$ cat src/include/keypad_pkg.sv
// register map, field layout and timing constants of the keypad scanner
package keypad_pkg;
    // ======================================================
    // bus and matrix size
    localparam int ADDR_W = 8;
    localparam int DATA_W = 8;
    localparam int ROWS_N = 6;
    localparam int COLS_N = 5;
    // ======================================================
    // register offsets
    localparam logic [7:0] OFF_COL      = 8'hD1;
    localparam logic [7:0] OFF_ROW      = 8'hD2;
    localparam logic [7:0] OFF_TIMING   = 8'hD3;
    localparam logic [7:0] OFF_STATUS   = 8'hD4;
    localparam logic [7:0] OFF_EVT      = 8'hD8;
    localparam logic [7:0] OFF_EVT_MASK = 8'hD9;
    // ======================================================
    // reset values
    localparam logic [4:0] RST_COL    = 5'h1F;
    localparam logic [5:0] RST_ROW    = 6'h3F;
    localparam logic [7:0] RST_TIMING = 8'h00;
    // ======================================================
    // field positions
    localparam int DB_LSB     = 2;
    localparam int DB_MSB     = 7;
    localparam int SC_LSB     = 0;
    localparam int SC_MSB     = 1;
    localparam int STAT_KCLK  = 3;
    localparam int STAT_AUTO  = 2;
    localparam int STAT_FLAG  = 1;
    localparam int STAT_IRQEN = 0;
    localparam int EVT_KEY    = 0;
    localparam int EVT_REL    = 1;
    // ======================================================
    // timing
    localparam int REF_CLK_NS     = 20;
    localparam int KCLK_PERIOD_NS = 1000000;
    localparam int KCLK_CYCLES    = KCLK_PERIOD_NS / REF_CLK_NS;
    localparam int DB_STEP_MS     = 4;
    localparam int DB_ZERO_STEPS  = 64;
    localparam int SCAN_ZERO_MS   = 4;
endpackage

$ cat src/include/tick_if.sv
// keypad clock tick and level carried from the divider to the scanner
`timescale 1ns/10ps
interface tick_if;
    logic tick;
    logic level;
    modport src (output tick, output level);
    modport dst (input tick, input level);
endinterface

$ cat src/rtl/keypad_scan.sv
// keypad scanner: registers, debounce and scan timing, key detect
`timescale 1ns/10ps
module keypad_scan #(
    parameter int unsigned TICK_CYCLES = keypad_pkg::KCLK_CYCLES
) (
    input  wire logic                             ref_clk,
    input  wire logic                             rst,
    input  wire logic                             ce,
    input  wire logic [keypad_pkg::ADDR_W-1:0]    addr,
    input  wire logic [keypad_pkg::DATA_W-1:0]    wdata,
    input  wire logic                             wr,
    input  wire logic                             rd,
    output logic      [keypad_pkg::DATA_W-1:0]    rdata,
    input  wire logic [keypad_pkg::ROWS_N-1:0]    row_in,
    output logic      [keypad_pkg::COLS_N-1:0]    col_out,
    input  wire logic                             keypad_clk_en,
    output logic                                  irq
);
    import keypad_pkg::*;

    typedef enum logic [4:0] {
        ST_IDLE     = 5'h01,
        ST_PRESS_DB = 5'h02,
        ST_SCAN     = 5'h04,
        ST_RELEASE  = 5'h08,
        ST_REL_DB   = 5'h10
    } scan_state_t;

    // ======================================================
    // pins and keypad clock
    logic [ROWS_N-1:0] rows_s;
    tick_if            kt ();

    row_sync #(.W(ROWS_N)) u_sync (
        .ref_clk (ref_clk),
        .rst     (rst),
        .ce      (ce),
        .d       (row_in),
        .q       (rows_s)
    );

    keypad_tick #(.TICK_CYCLES(TICK_CYCLES)) u_tick (
        .ref_clk (ref_clk),
        .rst     (rst),
        .ce      (ce),
        .clk_en  (keypad_clk_en),
        .t       (kt.src)
    );

    // ======================================================
    // state
    scan_state_t       state_q;
    logic [8:0]        cnt_q;
    logic [2:0]        col_idx_q;
    logic [ROWS_N-1:0] hit_row_q;
    logic [2:0]        hit_col_q;
    logic [1:0]        hit_n_q;
    logic [COLS_N-1:0] col_reg_q;
    logic [COLS_N-1:0] col_out_q;
    logic [ROWS_N-1:0] row_q;
    logic [7:0]        timing_q;
    logic              auto_en_q;
    logic              flag_q;
    logic              irq_en_q;
    logic              prev_high_q;
    logic [1:0]        evt_q;
    logic [1:0]        evt_mask_q;
    logic [7:0]        rdata_q;

    logic              any_low;
    logic              all_high;
    logic [ROWS_N-1:0] rows_low;
    logic              row_single;
    logic [5:0]        db_code;
    logic [1:0]        sc_code;
    logic [8:0]        db_target;
    logic [8:0]        sc_target;
    logic              db_done;
    logic              sc_done;
    logic              scan_last;
    logic [1:0]        hit_n_nx;
    logic [ROWS_N-1:0] hit_row_nx;
    logic [2:0]        hit_col_nx;
    logic              scan_end;
    logic              valid_done;
    logic              set_auto;
    logic              set_byp;
    logic              rel_done;
    logic              rd_stat;
    logic [7:0]        status_rd;

    assign rows_low   = ~rows_s;
    assign any_low    = |rows_low;
    assign all_high   = &rows_s;
    assign row_single = any_low &&
                        ((rows_low & (rows_low - ROWS_N'(1))) == '0);

    // ======================================================
    // interval targets in keypad ticks
    assign db_code   = timing_q[DB_MSB:DB_LSB];
    assign sc_code   = timing_q[SC_MSB:SC_LSB];
    assign db_target = (db_code == 6'h00) ? 9'(DB_ZERO_STEPS * DB_STEP_MS)
                     : 9'(db_code) * 9'(DB_STEP_MS);
    assign sc_target = (sc_code == 2'h0) ? 9'(SCAN_ZERO_MS)
                     : 9'(sc_code);
    assign db_done   = kt.tick && (cnt_q + 9'h001 >= db_target);
    assign sc_done   = kt.tick && (cnt_q + 9'h001 >= sc_target);
    assign scan_last = col_idx_q == 3'(COLS_N - 1);

    // column check result; several low rows or hits make it invalid
    always_comb begin
        hit_n_nx   = hit_n_q;
        hit_row_nx = hit_row_q;
        hit_col_nx = hit_col_q;
        if (any_low) begin
            hit_n_nx   = (hit_n_q == 2'h0 && row_single) ? 2'h1 : 2'h2;
            hit_row_nx = rows_s;
            hit_col_nx = col_idx_q;
        end
    end

    assign scan_end   = state_q == ST_SCAN && sc_done && scan_last;
    assign valid_done = scan_end && hit_n_nx == 2'h1;
    assign set_auto   = auto_en_q && valid_done;
    assign set_byp    = !auto_en_q && prev_high_q
                        && !all_high;
    assign rel_done   = state_q == ST_REL_DB && db_done && all_high;
    assign rd_stat    = rd && addr == OFF_STATUS;

    // ======================================================
    // scan sequencer
    always_ff @(posedge ref_clk or posedge rst) begin
        if (rst) begin
            state_q   <= ST_IDLE;
            cnt_q     <= 9'h000;
            col_idx_q <= 3'h0;
            hit_n_q   <= 2'h0;
            hit_row_q <= RST_ROW;
            hit_col_q <= 3'h0;
        end else if (ce) begin
            if (!auto_en_q) begin
                state_q <= ST_IDLE;
                cnt_q   <= 9'h000;
            end else begin
                case (state_q)
                    ST_IDLE: begin
                        cnt_q <= 9'h000;
                        if (any_low) begin
                            state_q <= ST_PRESS_DB;
                        end
                    end
                    ST_PRESS_DB: begin
                        if (kt.tick) begin
                            cnt_q <= cnt_q + 9'h001;
                        end
                        if (db_done) begin
                            cnt_q     <= 9'h000;
                            col_idx_q <= 3'h0;
                            hit_n_q   <= 2'h0;
                            state_q   <= any_low ? ST_SCAN : ST_IDLE;
                        end
                    end
                    ST_SCAN: begin
                        if (kt.tick) begin
                            cnt_q <= cnt_q + 9'h001;
                        end
                        if (sc_done) begin
                            cnt_q     <= 9'h000;
                            hit_n_q   <= hit_n_nx;
                            hit_row_q <= hit_row_nx;
                            hit_col_q <= hit_col_nx;
                            col_idx_q <= col_idx_q + 3'h1;
                            if (scan_last) begin
                                state_q <= ST_RELEASE;
                            end
                        end
                    end
                    ST_RELEASE: begin
                        cnt_q <= 9'h000;
                        if (all_high) begin
                            state_q <= ST_REL_DB;
                        end
                    end
                    ST_REL_DB: begin
                        if (kt.tick) begin
                            cnt_q <= cnt_q + 9'h001;
                        end
                        if (any_low) begin
                            cnt_q <= 9'h000;
                        end else if (db_done) begin
                            state_q <= ST_IDLE;
                        end
                    end
                    default: begin
                        state_q <= ST_IDLE;
                    end
                endcase
            end
        end
    end

    // ======================================================
    // column drive
    always_ff @(posedge ref_clk or posedge rst) begin
        if (rst) begin
            col_out_q <= RST_COL;
        end else if (ce) begin
            if (!auto_en_q) begin
                col_out_q <= col_reg_q;
            end else if (state_q == ST_SCAN) begin
                col_out_q <= ~(COLS_N'(1) << col_idx_q);
            end else begin
                col_out_q <= '0;
            end
        end
    end

    // ======================================================
    // key location registers
    always_ff @(posedge ref_clk or posedge rst) begin
        if (rst) begin
            col_reg_q <= RST_COL;
            row_q     <= RST_ROW;
        end else if (ce) begin
            if (set_auto) begin
                row_q     <= hit_row_nx;
                col_reg_q <= ~(COLS_N'(1) << hit_col_nx);
            end else if (wr && addr == OFF_COL) begin
                col_reg_q <= wdata[COLS_N-1:0];
            end
        end
    end

    // ======================================================
    // control, key detect flag and events
    always_ff @(posedge ref_clk or posedge rst) begin
        if (rst) begin
            timing_q    <= RST_TIMING;
            auto_en_q   <= 1'b0;
            irq_en_q    <= 1'b0;
            evt_mask_q  <= 2'h0;
        end else if (ce && wr) begin
            if (addr == OFF_TIMING) begin
                timing_q <= wdata;
            end else if (addr == OFF_STATUS) begin
                auto_en_q <= wdata[STAT_AUTO];
                irq_en_q  <= wdata[STAT_IRQEN];
            end else if (addr == OFF_EVT_MASK) begin
                evt_mask_q <= wdata[1:0];
            end
        end
    end

    // set wins over the clearing read or write
    always_ff @(posedge ref_clk or posedge rst) begin
        if (rst) begin
            flag_q      <= 1'b0;
            prev_high_q <= 1'b1;
            evt_q       <= 2'h0;
        end else if (ce) begin
            prev_high_q <= all_high;
            if (set_auto || set_byp) begin
                flag_q <= 1'b1;
            end else if (rd_stat) begin
                flag_q <= 1'b0;
            end
            for (int i = 0; i < 2; i++) begin
                if (wr && addr == OFF_EVT && wdata[i]) begin
                    evt_q[i] <= 1'b0;
                end
            end
            if (set_auto || set_byp) begin
                evt_q[EVT_KEY] <= 1'b1;
            end
            if (rel_done) begin
                evt_q[EVT_REL] <= 1'b1;
            end
        end
    end

    // ======================================================
    // read back
    always_comb begin
        status_rd             = 8'h00;
        status_rd[STAT_KCLK]  = kt.level;
        status_rd[STAT_AUTO]  = auto_en_q;
        status_rd[STAT_FLAG]  = flag_q;
        status_rd[STAT_IRQEN] = irq_en_q;
    end

    always_ff @(posedge ref_clk or posedge rst) begin
        if (rst) begin
            rdata_q <= 8'h00;
        end else if (ce) begin
            if (!rd) begin
                rdata_q <= 8'h00;
            end else if (addr == OFF_COL) begin
                rdata_q <= {3'h0, col_reg_q};
            end else if (addr == OFF_ROW) begin
                rdata_q <= {2'h0, auto_en_q ? row_q
                                            : rows_s};
            end else if (addr == OFF_TIMING) begin
                rdata_q <= timing_q;
            end else if (addr == OFF_STATUS) begin
                rdata_q <= status_rd;
            end else if (addr == OFF_EVT) begin
                rdata_q <= {6'h00, evt_q};
            end else if (addr == OFF_EVT_MASK) begin
                rdata_q <= {6'h00, evt_mask_q};
            end else begin
                rdata_q <= 8'h00;
            end
        end
    end

    assign rdata   = rdata_q;
    assign col_out = col_out_q;
    assign irq     = (flag_q && irq_en_q) || |(evt_q & evt_mask_q);
endmodule

$ cat src/rtl/row_sync.sv
// two-flop synchroniser for the sense row pins
`timescale 1ns/10ps
module row_sync #(
    parameter int W = 6
) (
    input  wire logic         ref_clk,
    input  wire logic         rst,
    input  wire logic         ce,
    input  wire logic [W-1:0] d,
    output logic      [W-1:0] q
);
    logic [W-1:0] s1_q;
    logic [W-1:0] s2_q;

    // rows idle high through the pull-ups
    for (genvar i = 0; i < W; i++) begin : g_bit
        always_ff @(posedge ref_clk or posedge rst) begin
            if (rst) begin
                s1_q[i] <= 1'b1;
                s2_q[i] <= 1'b1;
            end else if (ce) begin
                s1_q[i] <= d[i];
                s2_q[i] <= s1_q[i];
            end
        end
    end

    assign q = s2_q;
endmodule

$ cat src/rtl/keypad_tick.sv
// divider making the 1 ms keypad tick and keypad clock level
`timescale 1ns/10ps
module keypad_tick #(
    parameter int unsigned TICK_CYCLES = keypad_pkg::KCLK_CYCLES
) (
    input  wire logic ref_clk,
    input  wire logic rst,
    input  wire logic ce,
    input  wire logic clk_en,
    tick_if.src       t
);
    // TICK_CYCLES must be at least 2
    localparam int CW = $clog2(TICK_CYCLES);
    localparam logic [CW-1:0] LAST = CW'(TICK_CYCLES - 1);
    localparam logic [CW-1:0] HALF = CW'(TICK_CYCLES / 2);

    logic [CW-1:0] cnt_q;
    logic          tick_q;
    logic          level_q;

    // stopped clock holds its level and gives no tick
    always_ff @(posedge ref_clk or posedge rst) begin
        if (rst) begin
            cnt_q   <= '0;
            tick_q  <= 1'b0;
            level_q <= 1'b0;
        end else if (ce) begin
            tick_q <= clk_en && (cnt_q == LAST);
            if (clk_en) begin
                cnt_q   <= (cnt_q == LAST) ? '0 : cnt_q + CW'(1);
                level_q <= cnt_q >= HALF;
            end
        end
    end

    assign t.tick  = tick_q;
    assign t.level = level_q;
endmodule

$ cat config.mk
export PLATFORM = sky130hd
export DESIGN_NAME = keypad_scan
export DESIGN_NICKNAME = d
export VERILOG_FILES = /design/src/include/keypad_pkg.sv /design/src/include/tick_if.sv /design/src/rtl/keypad_scan.sv /design/src/rtl/row_sync.sv /design/src/rtl/keypad_tick.sv
export SDC_FILE = /design/constraint.sdc
export NUM_CORES = 1
export LEC_CHECK = 0
export ABC_AREA = 1
export BUFFER_PORTS_ARGS = -buffer_cell sky130_fd_sc_hd__buf_2
export CORE_MARGIN = 2
export CORE_UTILIZATION = 60
export DETAILED_ROUTE_END_ITERATION = 10
export GPL_ROUTABILITY_DRIVEN = 1
export PLACE_DENSITY = 0.79
export SLEW_MARGIN = 20
export SYNTH_ARGS = -nofsm -noshare
export SYNTH_HDL_FRONTEND = slang
export SYNTH_SLANG_ARGS = --single-unit
$ cat constraint.sdc
create_clock -name ref_clk -period 8.86 [get_ports ref_clk]
set_input_delay 1.772 -clock ref_clk [delete_from_list [all_inputs] [get_ports ref_clk]]
set_output_delay 1.772 -clock ref_clk [all_outputs]
set_load 0.1 [all_outputs]
Word-level counts from Yosys, hierarchy flattened
Index checks and enable logic that the tools add are counted.
{"block": "totals", "regBits": 98, "in_bits": 28, "elab_cells": 170}
{"block": "classes", "add_sub_neg": 4, "magnitude_cmp": 3, "eq_ne": 24, "shifts": 2, "muxes": 47, "bitwise": 7, "n_reduce_logical": 50}
{"operator": "$mux W5", "count": 12}
{"operator": "$mux W9", "count": 6}
{"operator": "$eq A8 B8 Y1 const B", "count": 6}
{"operator": "$pmux W9 S4", "count": 1}
{"operator": "$mux W8", "count": 4}
{"operator": "$pmux W5 S5", "count": 1}
{"operator": "$ne A3 B3 Y1 const B", "count": 7}
{"operator": "$logic_and A1 B1 Y1", "count": 20}
{"operator": "$add A16 B1 Y16 const B", "count": 1}
{"operator": "$eq A16 B16 Y1 const B", "count": 1}
{"operator": "$ge A16 B15 Y1 const B", "count": 1}
{"operator": "$mux W16", "count": 1}
{"operator": "$reduce_and A2 Y1", "count": 8}
{"operator": "$mux W3", "count": 5}
{"operator": "$logic_not A6 Y1", "count": 2}
{"operator": "$mux W2", "count": 6}
{"operator": "$mux W6", "count": 2}
{"operator": "$not A5 Y5", "count": 2}
{"operator": "$reduce_bool A2 Y1", "count": 5}
{"operator": "$shl A1 B3 Y5 const A", "count": 2}
{"operator": "$add A9 B1 Y9 const B", "count": 1}
{"operator": "$ge A9 B3 Y1", "count": 1}
{"operator": "$ge A9 B9 Y1", "count": 1}
{"operator": "$reduce_and A4 Y1", "count": 2}
{"operator": "other kinds (28)", "count": 39}

Longest topological paths before layout
{"block": "depth", "word_depth": 14, "ltp_mapped": 18}

Hierarchy
From an unflattened synthesis, not the netlist that was laid out.
{"block": "hier_totals", "cells_unflattened": 795, "area_unflattened_um2": 6078.3}
{"mod": "keypad_scan", "instances": 1, "cells_each": 584, "area_each_um2": 4456.8, "seq_area_each_um2": 1731.7}
{"mod": "keypad_tick", "instances": 1, "cells_each": 159, "area_each_um2": 1144.8, "seq_area_each_um2": 450.4}
{"mod": "row_sync", "instances": 1, "cells_each": 52, "area_each_um2": 476.7, "seq_area_each_um2": 315.3}

Worst setup path after synthesis
Ideal clock, no wire load.
{"block": "synth_path", "path_kind": "reg-to-output", "startpoint": "register evt_q[1]", "endpoint": "output port irq", "arrival_time_ns": 1.925, "path_slack_ns": 5.163, "path_stages_with_launch": 3, "n_path_buf": 0, "cell_sequence": "dfrtp_1 inv_1 o221ai_1"}
{"block": "synth_via", "elab_chain_len": 3}
{"item": "start: declaration", "line_no": "keypad_scan.sv:66", "text": "logic [1:0] evt_q;"}
{"item": "start signal: assignment", "line_no": "keypad_scan.sv:259", "text": "evt_q <= 2'h0;"}
{"item": "start signal: indexed assignment", "line_no": "keypad_scan.sv:269", "text": "evt_q[i] <= 1'b0;"}
{"item": "start signal: indexed assignment", "line_no": "keypad_scan.sv:273", "text": "evt_q[EVT_KEY] <= 1'b1;"}
{"item": "$and A2 B2 Y2", "line_no": "keypad_scan.sv:318", "text": "assign irq = (flag_q && irq_en_q) || |(evt_q & evt_mask_q);"}
{"item": "$reduce_or A2 Y1", "line_no": "keypad_scan.sv:318"}
{"item": "$logic_or A1 B1 Y1", "line_no": "keypad_scan.sv:318"}
{"item": "end: declaration", "line_no": "keypad_scan.sv:17", "text": "output logic irq"}
Every way passes these cells.

Worst setup path in the final report
{"block": "layout_path", "startpoint": "input port ce", "endpoint": "register u_tick.cnt_q[14]"}
{"block": "layout_via", "elab_chain_len": 1}
{"item": "start: declaration", "line_no": "keypad_scan.sv:8", "text": "input wire logic ce,"}
{"item": "$reduce_and A2 Y1 (no source line)"}
{"item": "end signal: assignment", "line_no": "keypad_tick.sv:30", "text": "cnt_q <= (cnt_q == LAST) ? '0 : cnt_q + CW'(1);"}
{"item": "end: declaration", "line_no": "keypad_tick.sv:17", "text": "logic [CW-1:0] cnt_q;"}
Every way passes these cells.
A chain may end at the register's enable or synchronous reset.

==> results.md <==
* Status: finished clean
* DR vias at 5145
* Post-layout minimum cycle time at 3.64 ns
* Setup slack at placement at 4.90 ns
* Tot GR Track Use at 0.272
* # diodes at 0
* Worst R2R Start: auto_en_q$_DFFE_PP0P_
* Final #Nets at 848
* Core box area at 0.00928 sq mm
* Crit Path Category: in -> reg
* Final GP Congestion at 0.884
* Initial antenna violation count at 0
* Grt ovf at 0
* Mapped Cells at 765
* Worst slew pin tran at 0.805 ns
* Share of layout cells above drive strength 1 at 0.180
* CP startpoint kind: primary input
* First-pass GRT wire length at 22.5 mm
* Ports at 42
* Mapped Nets at 811
* Post-synth EDFFs at 0
* CTS Buf Count at 9
* Critical path startpoint: ce
* FP Rows at 35
* CTS tree: done
* Power Dens Cells at 143 mW/mm^2
* Clk root buf: clkbuf_8
* Crit path capture type: register
* Slack of the critical path at 5.22 ns
* R2r endpoint: col_reg_q[4]$_DFFE_PP1P_
* Port buffer count at 41
* Critical path capture point: u_tick.cnt_q[14]$_DFFE_PP0P_
* DR DRC count at 0
* Largest net degree at the start of global routing at 54
* Clk pin slew, worst setup/hold paths at 0.10 ns
* Setup TNS at 0 ns
* Die area at 0.0104 sq mm
* Iter 0 DRT Violations at 287
* Final max-slew violation count at 0
* Setup Buffers After CTS at 0
* Hold_ws at 0.467 ns
* Worst hold path class: reg -> reg
* Syn Std Cell Area at 0.00577 sq mm
* Layout area overhead at 8.89%
* CP required at 9.12 ns
* Commonest cells after routing, fill and taps aside: nand2_1 (220), inv_1 (90), nor2_1 (70), dfrtp_1 (62), nand3_1 (53)
* Fin crit share at 0.411
* Leak at 3.18 nW
* Die Height at 102 um
* CTS max path bufs at 2
* Post-CTS sizing at 0
* Fin util at 0.677
* Hold violation total from the final report at 0
* Reg2reg path depth at 10
* Max cap viols at 0
* Clk_lat worst skew at 0.37 ns
* Peak supply drop at 116 uV
* Max transition margin at 0.463
* WL final at 13.1 mm
* Number of synthesized register bits at 98
* Layout Skew at 0.0197 ns
* RSZ-0062 raised after global routing: no
* WL/cell at 14.0 um
* Most common cell after layout, fill and taps aside: nand2_1
* Vias/cell at 5.50
* CTS H-tree lvls at 3
* Highest clock rate at 275 MHz
* Number of global-route vias before repair at 4857
* Crit path max fanout at 29
* Synth Flop Type: dfrtp_1
* Register area share after synthesis at 0.433
* Die W at 102 um
* Routed Antenna Nets at 0
* Starting Density at 0.622
* Initial DRT Pass Iterations at 6
* Final Setup Violations at 0
* Share of synthesized registers carrying an async set or reset at 1.00
* CTS Hold Bufs at 0
* Critical path arrival at 3.90 ns
* Number of distinct library cells after synthesis at 44
* Post-synthesis area per instance at 7.55 sq um
* Dpl hpwl at 9.86 mm
* CTS Sinks at 98
* Ys Warns at 0
* Flop-to-flop setup slack at 6.24 ns
-- cell type report --
cell class                 instances  area, sq um
clock buffer                      11          163
clock inverter                     5         51.3
fill                             816         3000
inverter                         100          378
multi-input combinational        551         2820
sequential                        98         2500
tap                              129          161
timing repair buffer              42          213
-- synthesized netlist by cell type (5+ instances only) --
| cell type | number | share of area |
|---|---|---|
| nand4_1 | 9 | 0.0098 |
| dfrtp_1 | 62 | 0.27 |
| nor2_1 | 70 | 0.046 |
| o21ai_2 | 6 | 0.0091 |
| clkbuf_1 | 12 | 0.0078 |
| inv_1 | 91 | 0.059 |
| dfstp_2 | 36 | 0.16 |
| o21ai_1 | 17 | 0.015 |
| o21ai_0 | 48 | 0.042 |
| nand3_1 | 53 | 0.046 |
| ha_1 | 18 | 0.039 |
| nor3_1 | 11 | 0.0095 |
| nand2_1 | 220 | 0.14 |
| a21oi_1 | 18 | 0.016 |
| nand2_2 | 14 | 0.015 |
| inv_2 | 8 | 0.0052 |
| o211ai_1 | 5 | 0.0065 |
| xor2_1 | 7 | 0.011 |
| a211oi_1 | 7 | 0.0091 |
-- layer usage --
layer / track usage / routed length (um) / part of all wire / vias to the layer above
met5: 0 / 0 / 0 / -
met4: 0.0769 / 250 / 0.019 / 0
met3: 0.0513 / 592 / 0.045 / 20
met2: 0.437 / 6140 / 0.47 / 136
met1: 0.380 / 6100 / 0.47 / 2429
li1: - / - / - / 2560
-- metrics by stage --
step	power, mW	instance area (sq um)	std cells
floorplan	0.574	5770	765
detailed placement	0.606	6070	920
global placement	0.602	6070	920
finish	0.902	6290	936
global route	0.944	6290	936
CTS	0.906	6290	936
-- how the worst min path moves through the flow --
| stage | startpoint | end | slack, ns | cells after the start |
|---|---|---|---|---|
| after floorplan | hit_row_q[1]$_DFFE_PP1P_ | hit_row_q[1]$_DFFE_PP1P_ | 0.44 | 2 |
| after global placement | u_sync.s1_q[0]$_DFFE_PP1P_ | u_sync.s1_q[0]$_DFFE_PP1P_ | 0.45 | 2 |
| after detailed placement | hit_row_q[1]$_DFFE_PP1P_ | hit_row_q[1]$_DFFE_PP1P_ | 0.46 | 2 |
| after CTS | u_sync.s1_q[4]$_DFFE_PP1P_ | u_sync.s1_q[4]$_DFFE_PP1P_ | 0.47 | 2 |
| after global routing | u_sync.s1_q[4]$_DFFE_PP1P_ | u_sync.s1_q[4]$_DFFE_PP1P_ | 0.49 | 2 |
| final | u_sync.s1_q[4]$_DFFE_PP1P_ | u_sync.s1_q[4]$_DFFE_PP1P_ | 0.47 | 2 |
-- registers in the layout (all words and copies together), names as in the netlist, 6 cells and up --
register	count
cnt_q	9
hit_row_q	6
rdata	8
row_q	6
timing_q	8
u_sync.q	6
u_sync.s1_q	6
u_tick.cnt_q	16
-- worst max-delay path, cell delays in order --
cell and delay [ns]:
buf_2 0.44, nand2_1 0.31, inv_2 0.22, nand3_1 0.15, nor2_1 0.16, nand2_1 0.09, nor2_1 0.16, nand2_1 0.09
nor3_1 0.22, nand2_1 0.11, o21ai_1 0.13, a21oi_1 0.05
-- cell families after synthesis --
group | synth area share
xor+xnor | 0.0137
compound gates | 0.124
fa+ha+maj | 0.0390
flops | 0.433
simple gates | 0.312
buf+inv | 0.0785
-- report_power, final --
part           total (mW)  switching [mW]  internal, mW
Combinational      0.0995          0.0691        0.0304
Sequential          0.499          0.0232         0.476
Clock               0.303           0.169         0.134
Total               0.902           0.261         0.640
Note: power is estimated with default switching activity, not from simulation.
